File: src/core/clkss_defs.svh
`ifndef CLKSS_DEFS_SVH
`define CLKSS_DEFS_SVH

// Register offsets on the 4-bit register address
`define CLKSS_OFS_CTRL 4'h0
`define CLKSS_OFS_CTRL2 4'h1
`define CLKSS_OFS_TUNE 4'h2

// Field positions, control register
`define CLKSS_IDLE_BIT 7
`define CLKSS_INTERNAL_FREQ_SELECT_HI 6
`define CLKSS_INTERNAL_FREQ_SELECT_LO 4
`define CLKSS_PRIMARY_TIMEOUT_FLAG_BIT 3
`define CLKSS_SCS_HI 1
`define CLKSS_SCS_LO 0

// Field positions, second control and tuning registers
`define CLKSS_SOSC_BIT 6
`define CLKSS_SECEN_BIT 0
`define CLKSS_LOW_FREQ_SOURCE_CHOICE_BIT 7

// Source select codes; both codes 2 and 3 pick the internal clock
`define CLKSS_SCS_PRIM 2'h0
`define CLKSS_SCS_SEC 2'h1
`define CLKSS_SCS_RST 2'h0

// Internal frequency select: 7 = 8 MHz, 6 = 4 MHz ... 1 = 125 kHz, 0 = 31 kHz
`define CLKSS_INTERNAL_FREQ_SELECT_RST 3'h6
`define CLKSS_INTERNAL_FREQ_SELECT_LOW 3'h0
`define CLKSS_INTERNAL_FREQ_SELECT_MAX 3'h7
`define CLKSS_DIV_LOW_LOG2 8

// Timing in edges of the clocks concerned
`define CLKSS_OST_EDGES 1024
`define CLKSS_SWITCH_EDGES 4

`endif

File: src/core/clkss_pkg.sv
package clkss_pkg;

   typedef struct packed {
      logic [3:0] addr;
      logic [7:0] wdata;
      logic wr;
      logic rd;
   } clkss_bus_s;

   typedef enum logic [0:0] {
      CLKSS_RUN,
      CLKSS_SWITCH
   } clkss_state_e;

endpackage

File: src/core/clkss_edge.sv
`timescale 1ns/1ns
module clkss_edge
(
   // Clock and reset
   input wire logic i_clock,
   input wire logic i_rst,
   // Raw oscillator level
   input wire logic i_level,
   // One-cycle pulse on each rising edge
   output logic o_rise
);
   logic meta_reg;
   logic sync_reg;
   logic last_reg;

   always_ff @(posedge i_clock or posedge i_rst)
   begin
      if (i_rst)
      begin
         meta_reg <= 1'b0;
         sync_reg <= 1'b0;
         last_reg <= 1'b0;
         o_rise <= 1'b0;
      end
      else
      begin
         meta_reg <= i_level;
         sync_reg <= meta_reg;
         last_reg <= sync_reg;
         o_rise <= sync_reg & ~last_reg;
      end
   end
endmodule // clkss_edge

File: src/core/clkss_postscale.sv
`timescale 1ns/1ns
`include "clkss_defs.svh"
module clkss_postscale
(
   // Clock and reset
   input wire logic i_clock,
   input wire logic i_rst,
   // Source edges
   input wire logic i_fast_rise,
   input wire logic i_lprc_rise,
   // Selection
   input wire logic [2:0] i_freq_sel,
   input wire logic i_low_src,
   // Postscaled internal clock edge
   output logic o_tick
);
   logic [7:0] div_reg;
   logic hit;

   // Mask of low counter bits that must be all ones for a divide by 2^k
   function automatic logic [7:0] div_mask(input logic [2:0] sel);
      logic [3:0] k;
      k = (sel == `CLKSS_INTERNAL_FREQ_SELECT_LOW) ? 4'(`CLKSS_DIV_LOW_LOG2) : 4'(`CLKSS_INTERNAL_FREQ_SELECT_MAX - sel);
      div_mask = 8'((9'h001 << k) - 9'h001);
   endfunction

   always_ff @(posedge i_clock or posedge i_rst)
   begin
      if (i_rst)
         div_reg <= 8'h00;
      else if (i_fast_rise)
         div_reg <= div_reg + 8'h01;
   end

   // Selection acts on the next edge, no resynchronisation
   assign hit = i_fast_rise && ((div_reg & div_mask(i_freq_sel)) == div_mask(i_freq_sel));

   always_ff @(posedge i_clock or posedge i_rst)
   begin
      if (i_rst)
         o_tick <= 1'b0;
      else if (i_freq_sel == `CLKSS_INTERNAL_FREQ_SELECT_LOW && !i_low_src)
         o_tick <= i_lprc_rise;
      else
         o_tick <= hit;
   end

   low_src_a: assert property (@(posedge i_clock) disable iff (i_rst)
      (i_freq_sel == `CLKSS_INTERNAL_FREQ_SELECT_LOW && !i_low_src) |=> o_tick == $past(i_lprc_rise))
      else $error("low internal source does not follow the low-power rc");
endmodule // clkss_postscale

File: src/core/clkss_top.sv
// The implementer's own choices: the placing of the registers and strobed register access.
`timescale 1ns/1ns
`include "clkss_defs.svh"
module clkss_top
#(
   parameter int OST_EDGES = `CLKSS_OST_EDGES,
   parameter int SWITCH_EDGES = `CLKSS_SWITCH_EDGES
)
(
   // Clock and reset
   input wire logic i_clock,
   input wire logic i_rst,
   // Register port
   input wire clkss_pkg::clkss_bus_s i_bus,
   output logic [7:0] o_rdata,
   // Oscillator inputs
   input wire logic i_prim_osc,
   input wire logic i_sec_osc,
   input wire logic i_lprc_osc,
   input wire logic i_fast_osc,
   // Core power control
   input wire logic i_sleep_exec,
   input wire logic i_wake,
   // Clock outputs and mode
   output logic o_sys_tick,
   output logic o_wdt_tick,
   output logic o_sec_osc_en,
   output logic o_sleep_mode,
   output logic o_idle_mode
);
   import clkss_pkg::*;

   logic prim_rise;
   logic sec_rise;
   logic lprc_rise;
   logic fast_rise;
   logic int_tick;
   logic [1:0] scs_reg;
   logic [2:0] internal_freq_select_reg;
   logic idle_en_reg;
   logic low_freq_source_choice_reg;
   logic sec_keep_reg;
   logic [1:0] cur_reg;
   clkss_state_e state_reg;
   logic [15:0] sw_cnt_reg;
   logic [15:0] ost_cnt_reg;
   logic ost_done_reg;
   logic primary_timeout_flag_reg;
   logic sosc_reg;
   logic sel_tick;
   logic new_tick;
   logic wr_ctrl;
   logic wr_ctrl2;
   logic wr_tune;
   logic asleep;

   // Tick of whichever source a select code names
   function automatic logic src_tick(input logic [1:0] sel, input logic p, input logic s,
                                     input logic i);
      if (sel == `CLKSS_SCS_PRIM)
         src_tick = p;
      else if (sel == `CLKSS_SCS_SEC)
         src_tick = s;
      else
         src_tick = i;
   endfunction

   clkss_edge u_prim_edge
   (
      .i_clock(i_clock),
      .i_rst(i_rst),
      .i_level(i_prim_osc),
      .o_rise(prim_rise)
   );

   clkss_edge u_sec_edge
   (
      .i_clock(i_clock),
      .i_rst(i_rst),
      .i_level(i_sec_osc),
      .o_rise(sec_rise)
   );

   clkss_edge u_lprc_edge
   (
      .i_clock(i_clock),
      .i_rst(i_rst),
      .i_level(i_lprc_osc),
      .o_rise(lprc_rise)
   );

   clkss_edge u_fast_edge
   (
      .i_clock(i_clock),
      .i_rst(i_rst),
      .i_level(i_fast_osc),
      .o_rise(fast_rise)
   );

   clkss_postscale u_post
   (
      .i_clock(i_clock),
      .i_rst(i_rst),
      .i_fast_rise(fast_rise),
      .i_lprc_rise(lprc_rise),
      .i_freq_sel(internal_freq_select_reg),
      .i_low_src(low_freq_source_choice_reg),
      .o_tick(int_tick)
   );

   assign wr_ctrl = i_bus.wr && i_bus.addr == `CLKSS_OFS_CTRL;
   assign wr_ctrl2 = i_bus.wr && i_bus.addr == `CLKSS_OFS_CTRL2;
   assign wr_tune = i_bus.wr && i_bus.addr == `CLKSS_OFS_TUNE;
   assign sel_tick = src_tick(cur_reg, prim_rise, sec_rise, int_tick);
   assign new_tick = src_tick(scs_reg, prim_rise, sec_rise, int_tick);
   assign asleep = o_sleep_mode || o_idle_mode;

   // Control fields
   always_ff @(posedge i_clock or posedge i_rst)
   begin
      if (i_rst)
         scs_reg <= `CLKSS_SCS_RST;
      else if (wr_ctrl)
         scs_reg <= i_bus.wdata[`CLKSS_SCS_HI:`CLKSS_SCS_LO];
   end

   always_ff @(posedge i_clock or posedge i_rst)
   begin
      if (i_rst)
         internal_freq_select_reg <= `CLKSS_INTERNAL_FREQ_SELECT_RST;
      else if (wr_ctrl)
         internal_freq_select_reg <= i_bus.wdata[`CLKSS_INTERNAL_FREQ_SELECT_HI:`CLKSS_INTERNAL_FREQ_SELECT_LO];
   end

   always_ff @(posedge i_clock or posedge i_rst)
   begin
      if (i_rst)
         idle_en_reg <= 1'b0;
      else if (wr_ctrl)
         idle_en_reg <= i_bus.wdata[`CLKSS_IDLE_BIT];
   end

   always_ff @(posedge i_clock or posedge i_rst)
   begin
      if (i_rst)
         low_freq_source_choice_reg <= 1'b0;
      else if (wr_tune)
         low_freq_source_choice_reg <= i_bus.wdata[`CLKSS_LOW_FREQ_SOURCE_CHOICE_BIT];
   end

   always_ff @(posedge i_clock or posedge i_rst)
   begin
      if (i_rst)
         sec_keep_reg <= 1'b0;
      else if (wr_ctrl2)
         sec_keep_reg <= i_bus.wdata[`CLKSS_SECEN_BIT];
   end

   // Source switch: the system tick stays silent until the new source has
   // shown SWITCH_EDGES edges, then the output moves over with no runt tick
   always_ff @(posedge i_clock or posedge i_rst)
   begin
      if (i_rst)
      begin
         state_reg <= CLKSS_RUN;
         cur_reg <= `CLKSS_SCS_RST;
         sw_cnt_reg <= 16'h0000;
      end
      else
      begin
         case (state_reg)
            CLKSS_RUN:
            begin
               sw_cnt_reg <= 16'h0000;
               if (scs_reg != cur_reg)
                  state_reg <= CLKSS_SWITCH;
            end
            CLKSS_SWITCH:
            begin
               // A further write restarts the wait on the newest choice
               if (wr_ctrl)
                  sw_cnt_reg <= 16'h0000;
               else if (scs_reg == cur_reg)
                  state_reg <= CLKSS_RUN;
               else if (new_tick && sw_cnt_reg == 16'(SWITCH_EDGES - 1))
               begin
                  cur_reg <= scs_reg;
                  state_reg <= CLKSS_RUN;
               end
               else if (new_tick)
                  sw_cnt_reg <= sw_cnt_reg + 16'h0001;
            end
            default:
               state_reg <= CLKSS_RUN;
         endcase
      end
   end

   // System clock tick, silent while switching or in full sleep
   always_ff @(posedge i_clock or posedge i_rst)
   begin
      if (i_rst)
         o_sys_tick <= 1'b0;
      else
         o_sys_tick <= state_reg == CLKSS_RUN && !o_sleep_mode && sel_tick;
   end

   // Watchdog and monitor timebase never follow the source choice
   always_ff @(posedge i_clock or posedge i_rst)
   begin
      if (i_rst)
         o_wdt_tick <= 1'b0;
      else
         o_wdt_tick <= lprc_rise;
   end

   // Start-up timer counts primary edges once after reset
   always_ff @(posedge i_clock or posedge i_rst)
   begin
      if (i_rst)
      begin
         ost_cnt_reg <= 16'h0000;
         ost_done_reg <= 1'b0;
      end
      else if (prim_rise && !ost_done_reg)
      begin
         ost_cnt_reg <= ost_cnt_reg + 16'h0001;
         if (ost_cnt_reg == 16'(OST_EDGES - 1))
            ost_done_reg <= 1'b1;
      end
   end

   // Status flags derive from one active source, so at most one is set;
   // both clear means the internal clock runs, a switch is under way, or the start-up timer has not expired on primary
   always_ff @(posedge i_clock or posedge i_rst)
   begin
      if (i_rst)
      begin
         primary_timeout_flag_reg <= 1'b0;
         sosc_reg <= 1'b0;
      end
      else
      begin
         primary_timeout_flag_reg <= ost_done_reg && state_reg == CLKSS_RUN
                     && cur_reg == `CLKSS_SCS_PRIM;
         sosc_reg <= state_reg == CLKSS_RUN && cur_reg == `CLKSS_SCS_SEC;
      end
   end

   // Secondary oscillator may be kept alive through power-managed modes
   always_ff @(posedge i_clock or posedge i_rst)
   begin
      if (i_rst)
         o_sec_osc_en <= 1'b0;
      else
         o_sec_osc_en <= sec_keep_reg || scs_reg == `CLKSS_SCS_SEC
                         || cur_reg == `CLKSS_SCS_SEC;
   end

   // Sleep instruction: idle enable chooses the mode
   always_ff @(posedge i_clock or posedge i_rst)
   begin
      if (i_rst)
      begin
         o_sleep_mode <= 1'b0;
         o_idle_mode <= 1'b0;
      end
      else if (asleep && i_wake)
      begin
         o_sleep_mode <= 1'b0;
         o_idle_mode <= 1'b0;
      end
      else if (!asleep && i_sleep_exec)
      begin
         o_sleep_mode <= !idle_en_reg;
         o_idle_mode <= idle_en_reg;
      end
   end

   // Read data, one cycle after the strobe; unmapped addresses read zero
   always_ff @(posedge i_clock or posedge i_rst)
   begin
      if (i_rst)
         o_rdata <= 8'h00;
      else if (i_bus.rd)
      begin
         o_rdata <= 8'h00;
         case (i_bus.addr)
            `CLKSS_OFS_CTRL:
            begin
               o_rdata[`CLKSS_IDLE_BIT] <= idle_en_reg;
               o_rdata[`CLKSS_INTERNAL_FREQ_SELECT_HI:`CLKSS_INTERNAL_FREQ_SELECT_LO] <= internal_freq_select_reg;
               o_rdata[`CLKSS_PRIMARY_TIMEOUT_FLAG_BIT] <= primary_timeout_flag_reg;
               o_rdata[`CLKSS_SCS_HI:`CLKSS_SCS_LO] <= scs_reg;
            end
            `CLKSS_OFS_CTRL2:
            begin
               o_rdata[`CLKSS_SOSC_BIT] <= sosc_reg;
               o_rdata[`CLKSS_SECEN_BIT] <= sec_keep_reg;
            end
            `CLKSS_OFS_TUNE:
               o_rdata[`CLKSS_LOW_FREQ_SOURCE_CHOICE_BIT] <= low_freq_source_choice_reg;
            default:
               o_rdata <= 8'h00;
         endcase
      end
   end

   sel_tick_a: assert property (@(posedge i_clock) disable iff (i_rst)
      o_sys_tick |-> $past(sel_tick) && $past(state_reg) == CLKSS_RUN)
      else $error("system tick without a tick of the active source");
   switch_start_a: assert property (@(posedge i_clock) disable iff (i_rst)
      (state_reg == CLKSS_RUN && scs_reg != cur_reg) |=> state_reg == CLKSS_SWITCH)
      else $error("select change did not start a switch");
   scs_reset_a: assert property (@(posedge i_clock) disable iff (i_rst)
      $past(i_rst) |-> scs_reg == `CLKSS_SCS_RST && cur_reg == `CLKSS_SCS_RST)
      else $error("source select not cleared by reset");
   int_now_a: assert property (@(posedge i_clock) disable iff (i_rst)
      (state_reg == CLKSS_RUN && cur_reg[1] && int_tick && !o_sleep_mode) |=> o_sys_tick)
      else $error("internal tick did not reach the system clock");
   internal_freq_select_reset_a: assert property (@(posedge i_clock) disable iff (i_rst)
      $past(i_rst) |-> internal_freq_select_reg == `CLKSS_INTERNAL_FREQ_SELECT_RST)
      else $error("frequency select not restored by reset");
   wdt_src_a: assert property (@(posedge i_clock) disable iff (i_rst)
      lprc_rise |=> o_wdt_tick)
      else $error("watchdog tick lost");
   primary_timeout_flag_cause_a: assert property (@(posedge i_clock) disable iff (i_rst)
      primary_timeout_flag_reg |-> $past(ost_done_reg) && $past(cur_reg) == `CLKSS_SCS_PRIM)
      else $error("timeout flag without expired timer on primary");
   sosc_flag_a: assert property (@(posedge i_clock) disable iff (i_rst)
      (state_reg == CLKSS_RUN && cur_reg == `CLKSS_SCS_SEC) |=> sosc_reg)
      else $error("secondary running flag not set");
   flags_excl_a: assert property (@(posedge i_clock) disable iff (i_rst)
      !(primary_timeout_flag_reg && sosc_reg))
      else $error("both status flags set");
   sleep_pick_a: assert property (@(posedge i_clock) disable iff (i_rst)
      (!asleep && i_sleep_exec && !i_wake) |=> o_idle_mode == $past(idle_en_reg)
      && o_sleep_mode == !$past(idle_en_reg))
      else $error("sleep mode does not follow idle enable");
   sec_keep_a: assert property (@(posedge i_clock) disable iff (i_rst)
      sec_keep_reg |=> o_sec_osc_en)
      else $error("secondary oscillator dropped");
   switch_quiet_a: assert property (@(posedge i_clock) disable iff (i_rst)
      state_reg == CLKSS_SWITCH |=> !o_sys_tick)
      else $error("tick while switching sources");

   switch_sec_c: cover property (@(posedge i_clock) disable iff (i_rst)
      state_reg == CLKSS_SWITCH ##1 state_reg == CLKSS_RUN && cur_reg == `CLKSS_SCS_SEC);
   primary_timeout_flag_set_c: cover property (@(posedge i_clock) disable iff (i_rst) $rose(primary_timeout_flag_reg));
   idle_c: cover property (@(posedge i_clock) disable iff (i_rst) $rose(o_idle_mode));
   int_run_c: cover property (@(posedge i_clock) disable iff (i_rst)
      cur_reg[1] && state_reg == CLKSS_RUN && o_sys_tick);
endmodule // clkss_top

File: config.mk
export PLATFORM = sky130hd
export DESIGN_NAME = clkss_top
export DESIGN_NICKNAME = d
export VERILOG_FILES = /design/src/core/clkss_pkg.sv /design/src/core/clkss_edge.sv /design/src/core/clkss_postscale.sv /design/src/core/clkss_top.sv
export VERILOG_INCLUDE_DIRS = /design/src /design/src/core
export SDC_FILE = /design/constraint.sdc
export NUM_CORES = 1
export LEC_CHECK = 0
export ABC_AREA = 1
export BUFFER_PORTS_ARGS = -buffer_cell sky130_fd_sc_hd__buf_2
export CAP_MARGIN = 10
export CELL_PAD_IN_SITES_DETAIL_PLACEMENT = 2
export CELL_PAD_IN_SITES_GLOBAL_PLACEMENT = 2
export CORE_UTILIZATION = 39
export CTS_CLUSTER_SIZE = 40
export DETAILED_ROUTE_END_ITERATION = 8
export PLACE_DENSITY = 0.89
export SLEW_MARGIN = 5
export SYNTH_ARGS = -nofsm -noshare
export SYNTH_HDL_FRONTEND = slang
export SYNTH_SLANG_ARGS = --single-unit
File: constraint.sdc
create_clock -name i_clock -period 4.75 [get_ports i_clock]
set_clock_uncertainty 0.15 [all_clocks]
set_input_delay 0.95 -clock i_clock [delete_from_list [all_inputs] [get_ports i_clock]]
set_output_delay 0.95 -clock i_clock [all_outputs]
set_load 0.03 [all_outputs]
==> metrics.txt, run 1 <==
outcome finished, final reports clean; clk buf depth 2; Initial Utilization 41.0%; Final Cycle Share 53.1%; DR iter-0 viols 119; Yosys cell types 36; maximum number of pins on one net before global-route repair 48; Die Ht 104 µm; Worst Hold End u_fast_edge.sync_reg; most frequent cell after synthesis nand2_1; Reg area 0.00208 mm²; Worst path max stage delay 0.35 ns; FP Rows 36; cts hold-fix bufs 0; Final Hold Vio Count 0; via count 3483; # diodes 0; CP dominant cell by count inv_2; # fillers 1111; fin. max-slew vios 0; ys async rst share 100%; CTS Sinks 83; detailed-route vias per instance 5.25; num ports 35; Hold WC Path Type flop to flop; area of the multi-input gates 0.00171 mm²; Leak Pwr 2.25 nW; Fmax achieved 396 MHz; synth warn 0; setup TNS 0 ns; post-synth top area share 49.9%; DR WL/cell 19.3 µm; crit path cell chain buf_2 > nor2_1 > nand2_2 > nor2_8 > inv_2 > nand2_2 > inv_2 > nand2_4 > inv_2 > nand2_1 > nand2_1; Routed Antenna Nets 0; reg-to-reg startpoint sw_cnt_reg[0]; GPL Wtd Cong 0.762; reg2reg end sw_cnt_reg[7]; GRT Residual Overflow 0; number of global-route vias before repair 4081; TritonRoute pass-1 iters 4; CTS tree built; worst hold stages 0; layout cells sized above 1 15.6%; Die W 104 µm; port buffer count 31; peak supply drop 0.279 mV; Post-synth EDFFs 0; post-route design area 0.00457 mm²; post-layout utilization of the core 46.1%; critical path required time 4.87 ns; hold path startpoint u_fast_edge.meta_reg; post-DP HPWL 9.15 mm; WP buf/inv 4; FF-to-FF setup slack 2.52 ns; core area 0.00991 mm²; syn_nets 515; htree depth 3; post-CTS setup buffers 0; initial antenna violation count 0; post_cts resized 0; DRC viols 0; GRT Overall Usage 25.3%; Post-Syn Area 0.00406 mm²; top post-synthesis cells by area dfrtp_1, nand2_1, nand3_1; CP max-delay cell nor2_8; register clock-pin slew on the reported worst setup and hold paths 0.10 ns; worst-path fanout max 25; Max Cap Violations 0; Placed Area 0.00434 mm²; first-pass GRT wire length 21.1 mm; Crit Path Class primary input to flop; Final Setup Violations 0; CP arrival 2.64 ns; Detailed Route WL 12.8 mm; Mapped Cells 490; die area 0.0108 mm²; sequential-to-total area share from yosys stat 51.2%; #FFs+latches synth 83; area delta synth->final 12.6%; pwr/cell area 456 mW/mm²; ys flop type dfrtp_1; syn_area_per_cell 8.29 µm²; Worst Tran Pin Value 0.838 ns; Setup crit end kind flop; type of origin of the critical path primary input; RSZ-0062 raised after global routing false; cell taking the most area after synthesis dfrtp_1; Synth top cells by count nand2_1, dfrtp_1, inv_1, nor2_1, nand3_1; R2R depth 9; nets 551; Final Critical Period 2.52 ns; Root Buffer clkbuf_8; Max-slew headroom 44.1%; clock latency at the later pin of the worst-skew pair 0.38 ns; cell family with most CP delay simple AND/OR/NAND/NOR gates; CTS Buf Count 9
[cell families after synthesis]
kind of cell | Yosys count | share of synthesized area (%)
compound gates | 34 | 4.93
fa+ha+maj | 3 | 0.925
simple gates | 280 | 31.4
other cells | 1 | 0.0924
flops | 83 | 51.2
xor+xnor | 22 | 4.75
buf+inv | 67 | 6.72
[where the power goes]
| group | switching, mW | internal (mW) | total, mW |
|---|---|---|---|
| clock | 0.308 | 0.307 | 0.614 |
| sequential | 0.163 | 0.823 | 0.986 |
| combinational | 0.336 | 0.148 | 0.484 |
[final cells by class]
cell class,count,area share [%]
multi-input combinational,340,37.4
inverter,60,4.95
clock inverter,7,2.30
clock buffer,9,2.71
sequential,83,45.5
tap,133,3.64
timing repair buffer,32,3.56
[metrics by stage]
| step | setup WS, ns | std cells | power (mW) | hold WS [ns] |
|---|---|---|---|---|
| finish | 2.23 | 664 | 2.08 | 0.217 |
| global route | 2.08 | 664 | 2.18 | 0.229 |
| CTS | 2.23 | 664 | 2.11 | 0.221 |
| detailed placement | 1.84 | 648 | 1.47 | 0.198 |
| global placement | 1.94 | 648 | 1.40 | 0.184 |
| floorplan | 1.52 | 490 | 1.29 | 0.181 |
[worst max-delay path by stage]
stage                   start             end  slack [ns]  cells after the start
floorplan               i_rst      cur_reg[0]        1.52                      1
global placement    i_bus[11]   sw_cnt_reg[8]        1.94                     11
detailed placement  i_bus[11]  sw_cnt_reg[11]        1.84                     11
CTS                 i_bus[11]   sw_cnt_reg[8]        2.23                     11
global route        i_bus[11]  sw_cnt_reg[15]        2.08                     11
finish              i_bus[11]   sw_cnt_reg[8]        2.23                     11
[routing by layer]
layer  wire (µm)  share of wire (%)  global-route usage, %
met4         367                2.9                   9.69
met3         263                2.1                   4.39
met2        6980                 54                   48.0
met5           0                  0                      0
met1        5200                 41                   27.7
[cells in the final DEF (no fill, tap or decap), types with 3 or more instances in the layout]
cell type / netlist / layout
nand3_2: 3 / 3
nor3_1: 10 / 10
nor2_1: 53 / 53
o21ai_2: 5 / 5
o21ai_1: 3 / 3
nand2_2: 5 / 5
nand3_1: 40 / 40
nor2_2: 6 / 6
clkbuf_8: 0 / 9
buf_2: 2 / 31
nand4_1: 17 / 17
nand2_1: 134 / 134
o21ai_0: 17 / 17
inv_2: 7 / 7
inv_1: 53 / 52
a31oi_1: 3 / 3
dfrtp_1: 81 / 81
and3_1: 3 / 3
ha_1: 3 / 3
xor2_1: 14 / 14
xnor2_1: 8 / 8
No activity file was read; power rests on OpenSTA's default activity.
==> run 2: changes to the inputs <==
- CORE_UTILIZATION: 39 -> 32
- PLACE_DENSITY: 0.89 -> 0.79
- clock period: 4.75 -> 2.15 ns (I/O delays scaled with it)
==> run 2 against run 1 <==
Sequential power grew 120%. Combinational power grew 120%. Hold slack lost 0.18 ns. Clock power grew to 2.5 times the previous value. Clock-buffer cell count grew 2. Non-clock buffer count grew 6. Routed wire length shrank 12%. Critical path depth shrank 2. First-iteration DRC count shrank 8.4%. Via count shrank 2.3%. Die area grew 21%. Sequential cell count is the same.
==> metrics.txt, run 2 (same netlist as run 1, synthesis figures left out) <==
outcome finished, final reports clean; Final Critical Period 1.95 ns; die area 0.0131 mm²; Initial Utilization 33.2%; setup TNS 0 ns; critical path required time 2.23 ns; worst-path fanout max 13; clock latency at the later pin of the worst-skew pair 0.34 ns; FP Rows 40; CTS Sinks 83; sw frac 35.4%; Switching Power 1.69 mW; layout cells sized above 1 16.2%; Detailed Route WL 11.3 mm; # fillers 1394; Clock power frac 32.6%; CP endpoint sw_cnt_reg[0]; htree depth 3; FF-to-FF setup slack 0.20 ns; nets 557; commonest cells after routing, fill and taps aside nand2_1, dfrtp_1, nor2_1, inv_1, nand3_1; RSZ-0062 raised after global routing false; GRT Overall Usage 19.2%; Crit Path Class flop to flop; reg-to-reg startpoint sw_cnt_reg[0]; Hold WC Path Type primary input to flop; Max Cap Violations 0; area delta synth->final 16.9%; DR WL/cell 16.1 µm; Hold Slack 0.0408 ns; type of origin of the critical path flop; GR Layer Usage met1 22.5%; DR iter-0 viols 109; Final Hold Vio Count 0; Fmax achieved 513 MHz; Final Non-Filler Cells 705; CP startpoint sw_cnt_reg[0]; CP arrival 2.03 ns; Die W 115 µm; Max-slew headroom 60.6%; initial antenna violation count 0; port buffer count 31; via count 3403; maximum number of pins on one net before global-route repair 42; share of power burned in registers 44.9%; # diodes 0; final total power 4.77 mW; Routed Antenna Nets 0; Final Cycle Share 90.6%; CTS Buf Count 9; clk buf depth 2; met2 Use GR 35.3%; Root Buffer clkbuf_16; post-DP HPWL 8.13 mm; R2R depth 9; first-pass GRT wire length 19.2 mm; number of global-route vias before repair 3890; Most Used Layer, Global Route met2; Comb pwr share 22.5%; DRC viols 0; Leak Pwr 2.30 nW; pwr/cell area 1010 mW/mm²; GRT met3 Usage 3.71%; reg2reg end sw_cnt_reg[0]; Final Setup Violations 0; Die Ht 115 µm; fin. max-slew vios 0; Internal 3.08 mW; TritonRoute pass-1 iters 4; Worst Tran Pin Value 0.591 ns; CTS tree built; num ports 35; peak supply drop 0.602 mV; core area 0.0122 mm²; register clock-pin slew on the reported worst setup and hold paths 0.07 ns; placed cells 688; most common cell after layout, fill and taps aside nand2_1; GRT Residual Overflow 0; GPL Wtd Cong 0.783; detailed-route vias per instance 4.83; Setup crit end kind flop
run 2: cell count changes in the layout (fill, tap and decap cells not counted), moves of 2 or more:
cell       previous run  this run
buf_4                 1         5
clkbuf_1              0         2
clkbuf_16             0         9
clkbuf_8              9         0
clkinv_4              0         2
inv_8                 2         0
run 2: repair_timing:
item / 4_1_cts / 5_1_grt
hold endpoints to repair: 16 / 0
endpoints found under the setup margin: 0 / 2
hold buffers: 1 / 0
gates resized for setup: 0 / 1
setup buffers: 0 / 0
run 2: worst min path at each step:
stage,slack [ns],from,depth (start not counted),endpoint
after floorplan,0.18,u_fast_edge.meta_reg,0,u_fast_edge.sync_reg
after global placement,0.18,u_lprc_edge.meta_reg,0,u_lprc_edge.sync_reg
after detailed placement,0.19,u_fast_edge.meta_reg,0,u_fast_edge.sync_reg
after CTS,0.03,i_lprc_osc,1,u_lprc_edge.meta_reg
after global routing,0.03,i_lprc_osc,1,u_lprc_edge.meta_reg
final,0.04,i_lprc_osc,1,u_lprc_edge.meta_reg
run 2: area by class of cell:
type	count	area, µm²	area share [%]
Multi-Input combinational cell	340	1710	36.0
Clock inverter	5	61.3	1.29
Sequential cell	83	2080	43.9
Inverter	60	229	4.83
Clock buffer	11	233	4.91
Timing Repair Buffer	38	223	4.69
Tap cell	168	210	4.43
run 2: power groups by stage:
stage | registers [mW] | clock network (mW) | logic [mW]
global placement | 2.15 | 0 | 0.985
detailed placement | 2.17 | 0 | 1.06
CTS | 2.15 | 1.60 | 1.10
floorplan | 2.12 | 0 | 0.743
global route | 2.19 | 1.65 | 1.19
finish | 2.14 | 1.56 | 1.07
run 2: routing by layer:
layer	up-vias	wire, µm
met5	-	0
met4	0	162
met3	13	250
met2	31	5960
met1	1717	4950
li1	1642	-
run 2: stage by stage:
stage | utilization (%) | worst slack, ns | cell area (µm²)
finish | 38.9 | 0.202 | 4740
global route | 38.9 | 0.0845 | 4740
floorplan | - | 0.494 | 4060
CTS | 38.8 | 0.0974 | 4740
global placement | 36.4 | 0.239 | 4440
detailed placement | 36.4 | 0.173 | 4440
run 2: critical path, stage by stage (launching register included):
cell     delay [ns]
dfrtp_2        0.44
ha_1           0.26
nand3_2        0.11
nor2_2         0.15
nand2_1        0.10
nand3_2        0.11
nand2_4        0.15
buf_4          0.21
nand2_1        0.09
o21ai_2        0.06
==> run 3: changes to the inputs <==
- CELL_PAD_IN_SITES_DETAIL_PLACEMENT: 2 -> 1
- CELL_PAD_IN_SITES_GLOBAL_PLACEMENT: 2 -> 1
- CORE_UTILIZATION: 32 -> 40
- PLACE_DENSITY: 0.79 -> default
- PLACE_DENSITY_LB_ADDON: default -> 0.1
==> run 3 against run 2 <==
Clock-buffer cell count decreased by 2. Sequential share of layout area increased by 0.89 points. Clock power decreased by 24%. Routed wire length decreased by 18%. Register-to-register slack improved by 0.10 ns. Die area decreased by 20%. Power decreased by 9.1%. First-iteration DRC count decreased by 13%. Sequential cell count unchanged.
==> metrics.txt, run 3 (same netlist as run 1, synthesis figures left out) <==
outcome finished, final reports clean; Switching Power 1.59 mW; GR Layer Usage met1 26.6%; FP Rows 36; fin. max-slew vios 0; post-layout utilization of the core 47.3%; Final Hold Vio Count 0; first-pass GRT wire length 16.2 mm; setup TNS 0 ns; hold path startpoint i_prim_osc; reg-to-reg startpoint sw_cnt_reg[1]; port buffer count 31; Routed Antenna Nets 0; met2 Use GR 33.4%; num ports 35; number of global-route vias before repair 3369; Comb pwr share 23.9%; area delta synth->final 14.5%; TritonRoute pass-1 iters 4; type of origin of the critical path flop; GRT Overall Usage 20.1%; worst-path fanout max 11; critical path required time 2.25 ns; R2R depth 9; Max-slew headroom 58.0%; final total power 4.33 mW; Max Cap Violations 0; CTS tree built; nets 561; initial antenna violation count 0; RSZ-0062 raised after global routing false; pwr/cell area 933 mW/mm²; Fmax achieved 541 MHz; Setup crit end kind flop; Internal 2.74 mW; # diodes 0; DR WL/cell 13.7 µm; share of power burned in registers 48.9%; GRT met3 Usage 3.12%; clk buf depth 2; Most Used Layer, Global Route met2; DRC viols 0; Worst Tran Pin Value 0.629 ns; worst hold stages 1; Placed Area 0.00441 mm²; Initial Utilization 41.3%; peak supply drop 0.481 mV; most common cell after layout, fill and taps aside nand2_1; die area 0.0106 mm²; GRT Residual Overflow 0; via count 3287; Die W 103 µm; Final Cycle Share 85.9%; detailed-route vias per instance 4.88; DR iter-0 viols 95; Crit Path Class flop to flop; Final Critical Period 1.85 ns; CTS Buf Count 9; Final Setup Violations 0; Die Ht 103 µm; post-route design area 0.00465 mm²; Reg area 0.00208 mm²; Hold WC Path Type primary input to flop; area of the multi-input gates 0.00171 mm²; GPL Wtd Cong 0.802; Worst Hold End u_prim_edge.meta_reg; post-CTS setup buffers 0; htree depth 3; post-DP HPWL 7.03 mm; reg2reg end sw_cnt_reg[10]; clock latency at the later pin of the worst-skew pair 0.36 ns; Root Buffer clkbuf_8; register clock-pin slew on the reported worst setup and hold paths 0.09 ns; commonest cells after routing, fill and taps aside nand2_1, dfrtp_1, nor2_1, inv_1, nand3_1; Clock power frac 27.2%; FF-to-FF setup slack 0.30 ns; Leak Pwr 2.28 nW; layout cells sized above 1 16.6%; core area 0.00982 mm²; maximum number of pins on one net before global-route repair 28; Detailed Route WL 9.24 mm; sw frac 36.8%; CP arrival 1.95 ns; CTS Sinks 83; # fillers 1221
==> run 3: cell types whose count changed in the layout (fill, tap and decap cells not counted), sizes merged <==
| cell | delta |
|---|---|
| buf | +2 |
| clkbuf | -2 |
| clkinv | -2 |
| clkinvlp | +2 |
| dlygate4sd3 | +2 |
| inv | +2 |
==> run 3: stage by stage <==
step,setup WS (ns),hold slack (ns),cells
after floorplan,0.494,0.181,490
after global placement,0.330,0.184,655
after detailed placement,0.271,0.189,655
after CTS,0.309,0.00611,674
after global routing,0.173,0.00692,674
final,0.303,0.0250,674
==> run 3: what timing repair did <==
action,4_1_cts,5_1_grt
endpoints found under the hold margin,6,0
resized for setup,0,0
hold buffers,3,0
==> run 3: power groups by stage <==
stage,clock [mW],sequential (mW),combinational (mW)
finish,1.18,2.12,1.04
global route,1.28,2.17,1.18
CTS,1.22,2.13,1.05
detailed placement,0,2.15,1.04
global placement,0,2.13,0.991
floorplan,0,2.12,0.743
==> run 3: critical path, cell delays in order, from the launching register on <==
cell and delay, ns:
dfrtp_1 0.42, ha_1 0.27, nand3_2 0.09, nor2_2 0.13, nand2_1 0.10, nand3_2 0.10, nand2_4 0.12, buf_4 0.21
nand2_1 0.09, o21ai_2 0.05
==> run 3: layout make-up <==
class / instances / area share, %
inverters: 60 / 4.93
multi-input cells: 340 / 36.8
flip-flops and latches: 83 / 44.7
repair buffers: 42 / 5.55
clock inverters: 7 / 1.78
well taps: 133 / 3.58
clock buffers: 9 / 2.67
==> run 3: how the worst max path moves through the flow <==
stage	start	endpoint	slack [ns]	cells past startpoint
after floorplan	sw_cnt_reg[0]	sw_cnt_reg[10]	0.49	9
after global placement	i_bus[11]	sw_cnt_reg[10]	0.33	11
after detailed placement	i_bus[11]	sw_cnt_reg[6]	0.27	11
after CTS	sw_cnt_reg[1]	sw_cnt_reg[6]	0.31	9
after global routing	sw_cnt_reg[9]	sw_cnt_reg[10]	0.17	9
final	sw_cnt_reg[1]	sw_cnt_reg[10]	0.30	9
==> run 3: routing by layer <==
layer  share of wire, %  vias up
met2                 47       36
met5                  0        -
met3                1.9       14
met1                 49     1579
met4                1.9        0
li1                   -     1658
